$ cat src/inc/icp_pkg.sv
// Purpose: Constants for the interrupt control and power mode block
// Assumes: Nibble-wide control locations reached by bit manipulation
// Notes:   Flag, mask and mode encodings shared by design and bench
package icp_pkg;
   // Control nibble addresses
   localparam logic [1:0] ICP_ADDR_N0 = 2'h0;
   localparam logic [1:0] ICP_ADDR_N1 = 2'h1;
   localparam logic [1:0] ICP_ADDR_N2 = 2'h2;
   localparam logic [1:0] ICP_ADDR_N3 = 2'h3;
   // Bit positions inside the nibbles
   localparam int ICP_B_IE    = 0;   // Nibble 0
   localparam int ICP_B_N0_IF = 1;   // Nibble 0 ext0 flag
   localparam int ICP_B_N0_IM = 2;   // Nibble 0 ext0 mask
   localparam int ICP_B_N1_IF = 0;   // Nibble 1 ext1 flag
   localparam int ICP_B_N1_IM = 1;   // Nibble 1 ext1 mask
   localparam int ICP_B_TF    = 2;   // Nibble 1/2 timer flag
   localparam int ICP_B_TM    = 3;   // Nibble 1/2 timer mask
   localparam int ICP_B_T3F   = 0;   // Nibble 3
   localparam int ICP_B_T3M   = 1;
   localparam int ICP_B_SF    = 2;
   localparam int ICP_B_SM    = 3;
   // Source indices in priority order, highest first
   localparam int ICP_NSRC = 6;
   localparam int ICP_S_EXT0 = 0;
   localparam int ICP_S_EXT1 = 1;
   localparam int ICP_S_TMR1 = 2;
   localparam int ICP_S_TMR2 = 3;
   localparam int ICP_S_TMR3 = 4;
   localparam int ICP_S_SER  = 5;
   // Reset values
   localparam logic [ICP_NSRC-1:0] ICP_FLAG_RST = 6'h00;
   localparam logic [ICP_NSRC-1:0] ICP_MASK_RST = 6'h3F;
   localparam logic [3:0] ICP_NIB_ZERO = 4'h0;
   // Vector addresses per source
   localparam logic [15:0] ICP_VEC_NONE = 16'h0000;
   localparam logic [15:0] ICP_VEC_EXT0 = 16'h0002;
   localparam logic [15:0] ICP_VEC_EXT1 = 16'h0004;
   localparam logic [15:0] ICP_VEC_TMR1 = 16'h0006;
   localparam logic [15:0] ICP_VEC_TMR2 = 16'h000A;
   localparam logic [15:0] ICP_VEC_TMR3 = 16'h000C;
   localparam logic [15:0] ICP_VEC_SER  = 16'h000E;
   // Power modes
   typedef enum logic [1:0] {ICP_ACTIVE, ICP_STANDBY, ICP_STOP} icp_mode_t;
endpackage

$ cat src/rtl/icp_irq_power.sv
// Purpose: Interrupt flags, masks, global enable, priority vector and
//          standby/stop mode control of a small nibble-wide controller
// Assumes: CPU strobes are one-cycle pulses synchronous to clk
// Notes:   Flags are set by hardware only; software may clear them
`timescale 1ns/10ps
module icp_irq_power
   import icp_pkg::*;
(
   input  wire logic        clk,               // System clock
   input  wire logic        rst_b,             // Asynchronous reset, active low
   input  wire logic        ext_irq_in_0,      // External request 0, active low
   input  wire logic        ext_irq_in_1,      // External request 1, active low
   input  wire logic        timer1_ovf,        // Timer one overflow pulse
   input  wire logic        timer2_ovf,        // Timer two overflow pulse
   input  wire logic        timer3_ovf,        // Timer three overflow pulse
   input  wire logic        capture_en,        // Input capture in use
   input  wire logic        capture_rise,      // Capture edge: 1 rising, 0 falling
   input  wire logic        event_count_input, // Event count input level
   input  wire logic        serial_done,       // Serial transfer complete pulse
   input  wire logic        serial_susp,       // Serial transfer suspended pulse
   input  wire logic [1:0]  nib_addr,          // Control nibble address
   input  wire logic        nib_wr,            // Nibble write strobe
   input  wire logic [3:0]  nib_wdata,         // Nibble write data
   output logic      [3:0]  nib_rdata,         // Nibble read data
   input  wire logic        irq_ack,           // CPU accepts the interrupt
   input  wire logic        return_from_irq_instr, // Return instruction executes
   input  wire logic        standby_instr,     // Standby instruction executes
   input  wire logic        stop_instr,        // Stop instruction executes
   input  wire logic        stop_cancel_input, // Stop cancel, active high
   output logic             irq_req,           // Serviceable request to CPU
   output logic      [15:0] irq_vector,        // Vector of the winning source
   output logic             cpu_halt,          // CPU clocks held
   output logic             osc_stop,          // Oscillator halted
   output logic             periph_reset,      // Timers, serial, comparator reset
   output logic             comparator_stop,   // Comparator stopped
   output logic             pin_out_en,        // Output pins enabled, low in stop
   output logic             ram_valid_flag     // Set when stop left by cancel
);

   logic                global_irq_enable_r;
   logic [ICP_NSRC-1:0] flag_r;
   logic [ICP_NSRC-1:0] mask_r;
   logic [ICP_NSRC-1:0] set_ev;
   logic [ICP_NSRC-1:0] clr_ev;
   logic [ICP_NSRC-1:0] pend;
   logic [ICP_NSRC-1:0] wr_mask_sel;
   logic [ICP_NSRC-1:0] wr_mask_val;
   logic                ext0_d_r;
   logic                ext1_d_r;
   logic                evt_d_r;
   logic                edges_ok_r;
   icp_mode_t           mode_r;
   logic                any_pend;
   logic                ram_valid_flag_r;

   // Previous levels for edge detection; edges_ok avoids a false edge after reset
   always_ff @(posedge clk or negedge rst_b) begin
      if (!rst_b) begin
         ext0_d_r   <= 1'b1;
         ext1_d_r   <= 1'b1;
         evt_d_r    <= 1'b0;
         edges_ok_r <= 1'b0;
      end else begin
         ext0_d_r   <= ext_irq_in_0;
         ext1_d_r   <= ext_irq_in_1;
         evt_d_r    <= event_count_input;
         edges_ok_r <= 1'b1;
      end
   end

   // Hardware set events per source
   always_comb begin
      set_ev = '0;
      set_ev[ICP_S_EXT0] = edges_ok_r & ext0_d_r & ~ext_irq_in_0;
      set_ev[ICP_S_EXT1] = edges_ok_r & ext1_d_r & ~ext_irq_in_1;
      set_ev[ICP_S_TMR1] = timer1_ovf;
      set_ev[ICP_S_TMR2] = timer2_ovf;
      set_ev[ICP_S_TMR3] = timer3_ovf
                         | (capture_en & edges_ok_r &
                            (capture_rise ? (~evt_d_r & event_count_input)
                                          : (evt_d_r & ~event_count_input)));
      set_ev[ICP_S_SER]  = serial_done | serial_susp;
   end

   // Decode software writes into per-source flag clears and mask writes
   always_comb begin
      clr_ev      = '0;
      wr_mask_sel = '0;
      wr_mask_val = '0;
      if (nib_wr) begin
         case (nib_addr)
            ICP_ADDR_N0: begin
               clr_ev[ICP_S_EXT0]      = ~nib_wdata[ICP_B_N0_IF];
               wr_mask_sel[ICP_S_EXT0] = 1'b1;
               wr_mask_val[ICP_S_EXT0] = nib_wdata[ICP_B_N0_IM];
            end
            ICP_ADDR_N1: begin
               clr_ev[ICP_S_EXT1]      = ~nib_wdata[ICP_B_N1_IF];
               wr_mask_sel[ICP_S_EXT1] = 1'b1;
               wr_mask_val[ICP_S_EXT1] = nib_wdata[ICP_B_N1_IM];
               clr_ev[ICP_S_TMR1]      = ~nib_wdata[ICP_B_TF];
               wr_mask_sel[ICP_S_TMR1] = 1'b1;
               wr_mask_val[ICP_S_TMR1] = nib_wdata[ICP_B_TM];
            end
            ICP_ADDR_N2: begin
               clr_ev[ICP_S_TMR2]      = ~nib_wdata[ICP_B_TF];
               wr_mask_sel[ICP_S_TMR2] = 1'b1;
               wr_mask_val[ICP_S_TMR2] = nib_wdata[ICP_B_TM];
            end
            default: begin
               clr_ev[ICP_S_TMR3]      = ~nib_wdata[ICP_B_T3F];
               wr_mask_sel[ICP_S_TMR3] = 1'b1;
               wr_mask_val[ICP_S_TMR3] = nib_wdata[ICP_B_T3M];
               clr_ev[ICP_S_SER]       = ~nib_wdata[ICP_B_SF];
               wr_mask_sel[ICP_S_SER]  = 1'b1;
               wr_mask_val[ICP_S_SER]  = nib_wdata[ICP_B_SM];
            end
         endcase
      end
   end

   // Per-source flag and mask; stop mode resets the peripherals, not these bits
   genvar gi;
   generate
      for (gi = 0; gi < ICP_NSRC; gi = gi + 1) begin : g_src
         always_ff @(posedge clk or negedge rst_b) begin
            if (!rst_b) begin
               flag_r[gi] <= ICP_FLAG_RST[gi];
               mask_r[gi] <= ICP_MASK_RST[gi];
            end else begin
               if (set_ev[gi]) begin
                  flag_r[gi] <= 1'b1;
               end else if (clr_ev[gi]) begin
                  flag_r[gi] <= 1'b0;
               end
               if (wr_mask_sel[gi]) begin
                  mask_r[gi] <= wr_mask_val[gi];
               end
            end
         end
      end
   endgenerate

   assign pend     = flag_r & ~mask_r;
   assign any_pend = |pend;

   // Global enable: accept clears it, return sets it, software writes bit 0
   always_ff @(posedge clk or negedge rst_b) begin
      if (!rst_b) begin
         global_irq_enable_r <= 1'b0;
      end else if (irq_ack) begin
         global_irq_enable_r <= 1'b0;
      end else if (return_from_irq_instr) begin
         global_irq_enable_r <= 1'b1;
      end else if (nib_wr && nib_addr == ICP_ADDR_N0) begin
         global_irq_enable_r <= nib_wdata[ICP_B_IE];
      end
   end

   // request needs enable; fixed priority vector
   always_comb begin
      irq_req = global_irq_enable_r & any_pend & (mode_r == ICP_ACTIVE);
      if (pend[ICP_S_EXT0]) begin
         irq_vector = ICP_VEC_EXT0;
      end else if (pend[ICP_S_EXT1]) begin
         irq_vector = ICP_VEC_EXT1;
      end else if (pend[ICP_S_TMR1]) begin
         irq_vector = ICP_VEC_TMR1;
      end else if (pend[ICP_S_TMR2]) begin
         irq_vector = ICP_VEC_TMR2;
      end else if (pend[ICP_S_TMR3]) begin
         irq_vector = ICP_VEC_TMR3;
      end else if (pend[ICP_S_SER]) begin
         irq_vector = ICP_VEC_SER;
      end else begin
         irq_vector = ICP_VEC_NONE;
      end
   end

   // Read back; unused nibble bits read zero
   always_comb begin
      nib_rdata = ICP_NIB_ZERO;
      case (nib_addr)
         ICP_ADDR_N0: begin
            nib_rdata[ICP_B_IE]    = global_irq_enable_r;
            nib_rdata[ICP_B_N0_IF] = flag_r[ICP_S_EXT0];
            nib_rdata[ICP_B_N0_IM] = mask_r[ICP_S_EXT0];
         end
         ICP_ADDR_N1: begin
            nib_rdata[ICP_B_N1_IF] = flag_r[ICP_S_EXT1];
            nib_rdata[ICP_B_N1_IM] = mask_r[ICP_S_EXT1];
            nib_rdata[ICP_B_TF]    = flag_r[ICP_S_TMR1];
            nib_rdata[ICP_B_TM]    = mask_r[ICP_S_TMR1];
         end
         ICP_ADDR_N2: begin
            nib_rdata[ICP_B_TF]    = flag_r[ICP_S_TMR2];
            nib_rdata[ICP_B_TM]    = mask_r[ICP_S_TMR2];
         end
         default: begin
            nib_rdata[ICP_B_T3F]   = flag_r[ICP_S_TMR3];
            nib_rdata[ICP_B_T3M]   = mask_r[ICP_S_TMR3];
            nib_rdata[ICP_B_SF]    = flag_r[ICP_S_SER];
            nib_rdata[ICP_B_SM]    = mask_r[ICP_S_SER];
         end
      endcase
   end

   // Power mode machine; a pending unmasked request with enable clear turns
   // the low-power instruction into a no-op so the device cannot sleep forever
   always_ff @(posedge clk or negedge rst_b) begin
      if (!rst_b) begin
         mode_r <= ICP_ACTIVE;
      end else begin
         case (mode_r)
            ICP_ACTIVE: begin
               if (!any_pend) begin
                  if (stop_instr) begin
                     mode_r <= ICP_STOP;
                  end else if (standby_instr) begin
                     mode_r <= ICP_STANDBY;
                  end
               end
            end
            ICP_STANDBY: begin
               if (any_pend) begin
                  mode_r <= ICP_ACTIVE;
               end
            end
            ICP_STOP: begin
               if (stop_cancel_input) begin
                  mode_r <= ICP_ACTIVE;
               end
            end
            default: begin
               mode_r <= ICP_ACTIVE;
            end
         endcase
      end
   end

   // Memory-valid flag shows whether stop was left by the cancel input
   always_ff @(posedge clk or negedge rst_b) begin
      if (!rst_b) begin
         ram_valid_flag_r <= 1'b0;
      end else if (mode_r == ICP_STOP && stop_cancel_input) begin
         ram_valid_flag_r <= 1'b1;
      end
   end

   // Mode outputs
   assign cpu_halt        = (mode_r != ICP_ACTIVE);
   assign osc_stop        = (mode_r == ICP_STOP);
   assign periph_reset    = (mode_r == ICP_STOP);
   assign comparator_stop = (mode_r != ICP_ACTIVE);
   assign pin_out_en      = (mode_r != ICP_STOP);
   assign ram_valid_flag  = ram_valid_flag_r;
endmodule

$ cat config.mk
export PLATFORM = sky130hd
export DESIGN_NAME = icp_irq_power
export DESIGN_NICKNAME = d
export VERILOG_FILES = /design/src/inc/icp_pkg.sv /design/src/rtl/icp_irq_power.sv
export SDC_FILE = /design/constraint.sdc
export NUM_CORES = 1
export LEC_CHECK = 0
export ABC_AREA = 1
export BUFFER_PORTS_ARGS = -buffer_cell sky130_fd_sc_hd__buf_4
export CAP_MARGIN = 0
export CORE_MARGIN = 2
export CORE_UTILIZATION = 46
export DETAILED_ROUTE_END_ITERATION = 7
export MAX_ROUTING_LAYER = met4
export PLACE_DENSITY = 0.78
export SYNTH_ARGS = -nofsm -noshare
export SYNTH_HDL_FRONTEND = slang
export SYNTH_SLANG_ARGS = --single-unit
$ cat constraint.sdc
create_clock -name clk -period 1.65 [get_ports clk]
set_input_delay 0.165 -clock clk [delete_from_list [all_inputs] [get_ports clk]]
set_output_delay 0.165 -clock clk [all_outputs]
set_load 0.02 [all_outputs]
# == Yosys cells after proc, flatten, opt, wreduce, memory -nomap -nowiden ==
# Cells that the tools add are included.
# word_totals
inputBits,24
ff_bits,20
wordCells,110
# classes
eq_ne,9
reduce_logical,15
bitwise_logic,21
n_mux,46
# ops
cell,n
$mux 4,6
$mux 1,22
$mux 2,11
$mux 6,3
$reduce_bool 2->1,7
$pmux 2 s3,2
$and 1x1->1,10
$ne 2x2->1 const B,4
$not 1->1,7
$and 6x6->6,1
$not 6->6,1
$pmux 1 s3,2
$reduce_or 6->1,1
$eq 2x1->1 const B,2
$eq 2x2->1 const B,2
$logic_not 2->1,2
$reduce_and 4->1,1
$ne 3x3->1 const B,1
$reduce_bool 3->1,1
$reduce_or 3->1,1
$logic_and 1x1->1,2
$or 1x1->1,2

# == Longest topological paths before layout ==
# logic_depth
ltp_word,8
mapped_depth,9
depth_no_buf,9

# == Worst setup path after synthesis ==
# No wires, ideal clock.
# synth_timing
kind,register -> output
startpoint,register mask_r[0]
endpoint,output port irq_req
slack_ns,0.287
arrival_time_ns,1.198
path_stages_with_launch,6
t_required_ns,1.485
path_cell_list,dfstp_2 > nor2_1 > nor2_1 > nand2_1 > inv_1 > nor3_1
# synth_via
elab_chain_cells,5
# synth_lines
element,line_no,text
start: declaration,icp_irq_power.sv:42,logic [ICP_NSRC-1:0] mask_r;
start signal: indexed assignment,icp_irq_power.sv:129,mask_r[gi] <= ICP_MASK_RST[gi];
start signal: indexed assignment,icp_irq_power.sv:137,mask_r[gi] <= wr_mask_val[gi];
$not 6->6,icp_irq_power.sv:144,assign pend = flag_r & ~mask_r;
$and 6x6->6,icp_irq_power.sv:144,
$reduce_or 6->1,icp_irq_power.sv:145,assign any_pend = |pend;
$and 1x1->1 (2 in a row),icp_irq_power.sv:162,irq_req = global_irq_enable_r & any_pend & (mode_r == ICP_ACTIVE);
end: declaration,icp_irq_power.sv:30,"output logic irq_req,"
# No other way between the ends.

# == Worst setup path in the final report ==
# layout_timing
startpoint,register mask_r[1]
endpoint,output port irq_req
# Same word-level chain as after synthesis.

==> impl_results.md <==
- Status: complete, but fails checks
- Failing checks: setup timing
- Worst Path Max Fanout: 3
- Max Freq: 0.6013 GHz
- Via-per-instance ratio: 4.785
- Vias in the first global route: 1038
- YS warnings: 0
- Comb pwr share: 34.4%
- DRC viols: 0
- Die Y: 54.13 um
- Detailed placement HPWL: 1913 um
- Initial Utilization: 47.53%
- Period utilization: 100.8%
- CTS tree: done
- Worst min path class: in2reg
- WL per Instance: 11.74 um
- Yosys cell types: 24
- IO Pins: 51
- Avg Cell Area, Syn: 7.707 sq um
- Vias post-DR: 1115
- Finished Layout Cells: 233
- Sw Pwr: 0.0004888 W
- Pwr dens: 937.9 nW/um^2
- Fill cells: 200
- FF+latch count, synth: 20
- Slew Viols, Final: 0
- Largest net degree at the start of global routing: 21
- Clk_skew: 5.909 ps
- Drt total wl: 2736 um
- Crit path launch type: flop
- GRT Residual Overflow: 0
- Post-Syn Area: 1156 sq um
- Layout cells sized above 1: 40.89%
- Required @ worst endpoint: 1480 ps
- Hold Worst Slack: 40.64 ps
- Worst vdd ir: 625.3 uV
- Clock latency on the worst-skew pair: 300 ps
- Internal Power: 0.001045 W
- Worst Setup End Kind: output port
- Core box area: 2432 sq um
- Row count: 18
- Sequential Power Share: 39.4%
- Initial antenna violation count: 0
- Period minus WS final: 1663 ps
- Commonest non-fill, non-tap cell in the layout: buf_4
- First-pass GRT wire length: 4326 um
- Placed Instances: 214
- Hold Vio Cnt, Final: 0
- Root Driver: clkbuf_4
- Leak: 0.8684 nW
- RePlAce Congestion: 0.9612
- GRT Util Overall: 21.40%
- Worst EP arrival: 1500 ps
- Sequential area share after synthesis: 44.16%
- Max_cap viols: 0
- Remaining antenna violation count after routing: 0
- Total CTS buffers: 3
- Seq. cell area: 510.5 sq um
- DRT iter0 DRCs: 15
- Clk pin slew, worst setup/hold paths: 120 ps
- Number of clock sinks: 20
- Port bufs: 37
- Final net count: 228
- DP Area: 1404 sq um
- RSZ-0062 raised after global routing: true
- Sw Ratio: 31.87%
- Antenna cells: 0
- Count of final setup violators: 1
- Final Cell Area: 1635 sq um
- Multi-input combinational cell area: 530.5 sq um
- WS Path Type: reg2out
- Bufs on Longest Clock Path: 2
- Chip Width: 54.13 um
- Gate Count Post-Synth: 150
- H-Tree Depth: 1
- Commonest cells after routing, fill and taps aside: 46 x buf_4, 32 x nand2_1, 20 x inv_1
- Clock power share: 26.2%
- Final setup margin: -13.14 ps
- Die area: 2930 sq um
- Layout area overhead: 41.45%
- DR pass1 iterations: 4
[logic make-up (layout without fill, tap and decap cells)]
group           Yosys count  in the layout  synth area share, %
mux                       1              1                1.298
compound gates           24             24                12.99
simple gates             62             62                22.73
flops                    20             20                44.16
buf+inv                  41             82                18.18
other cells               2             14               0.6496
[power groups by stage]
stage,sequential [W],clock [W],combinational [W]
after CTS,0.000601,0.000413,0.000485
after detailed placement,0.000609,0,0.000420
after floorplan,0.000614,0,0.000264
after global routing,0.000612,0.000431,0.000577
after global placement,0.000606,0,0.000414
final,0.000605,0.000402,0.000527
[sequential cells by signal, indices dropped and copies added, names as in the netlist]
register and cells:
edges_ok_r 1, evt_d_r 1, ext0_d_r 1, ext1_d_r 1, flag_r 6, global_irq_enable_r 1, mask_r 6, mode_r 2
ram_valid_flag 1
[routing by layer]
layer / part of all wire [%] / vias up / routed length (um) / GRT usage, %
li1: - / 545 / - / -
met1: 39 / 523 / 1073 / 24.39
met2: 53 / 41 / 1459 / 36.75
met3: 5.7 / 6 / 155 / 3.611
met4: 1.7 / 0 / 47 / 9.167
met5: 0 / - / 0 / -
[cells in the mapped netlist]
cell type | n | area share, %
o21ai_1 | 9 | 3.9
nor3_1 | 2 | 0.87
o21ai_0 | 3 | 1.3
o21ai_2 | 1 | 0.76
dfstp_2 | 8 | 18
dfrtp_1 | 12 | 26
o2111ai_1 | 3 | 2.3
nand3_1 | 5 | 2.2
nand2_2 | 3 | 1.6
nor2_2 | 1 | 0.54
o21bai_1 | 2 | 1.3
conb_1 | 2 | 0.65
inv_1 | 24 | 7.8
nand3b_1 | 1 | 0.65
nand2_1 | 38 | 12
a21oi_1 | 2 | 0.87
o221ai_1 | 1 | 0.76
o211ai_1 | 2 | 1.3
mux2_4 | 1 | 1.3
inv_2 | 2 | 0.65
a31oi_1 | 1 | 0.54
nor2_4 | 1 | 0.97
buf_4 | 15 | 9.7
nor2_1 | 11 | 3.6
[what timing repair did]
item                                   in CTS  in global routing
resized for setup                          12                  9
hold buffers                                5                  0
pin swaps                                   5                  5
endpoints found under the hold margin      24                  0
setup endpoints to repair                   1                  5
buffers inserted                            8                  2
[final cells by class]
class                           count  area share (%)
Timing Repair Buffer               52           24.87
Inverter                           26           5.968
Sequential cell                    20           31.22
Tap cell                           30           2.295
Multi-Input combinational cell    101           32.44
Clock inverter                      1           1.836
Clock buffer                        3           1.377
[stage by stage]
| step | util (%) | total power [W] | setup TNS (ps) | worst slack [ps] |
|---|---|---|---|---|
| 6_report | 67.23 | 0.001534 | -13.14 | -13.14 |
| 5_1_grt | 67.23 | 0.001620 | -249.7 | -96.37 |
| 4_1_cts | 65.33 | 0.001500 | -12.60 | -12.60 |
| 3_5_place_dp | 57.72 | 0.001030 | 0 | 252.6 |
| 3_3_place_gp | 57.72 | 0.001020 | 0 | 277.3 |
| 2_1_floorplan | - | 0.0008782 | 0 | 286.6 |
[final timing paths]
path                                   from        end  slack [ps]  cells past startpoint
min in group asynchronous             rst_b  flag_r[5]         270                      2
worst min-delay path            serial_done  flag_r[5]          40                      3
worst min register to register    mask_r[4]  mask_r[4]         490                      2
worst max-delay path              mask_r[1]    irq_req         -10                      8
max in group asynchronous             rst_b  mask_r[0]        1110                      2
worst max register to register    flag_r[0]  mode_r[1]          50                     11
[worst max-delay path, stage by stage (launching register included)]
cell and delay [ps]:
dfstp_2 560, inv_1 50, nand2_2 80, nand2_4 70, nor2_4 100, nand2_2 80, inv_2 70, nor3_2 40
buf_4 150
Note: power is estimated with default switching activity, not from simulation.
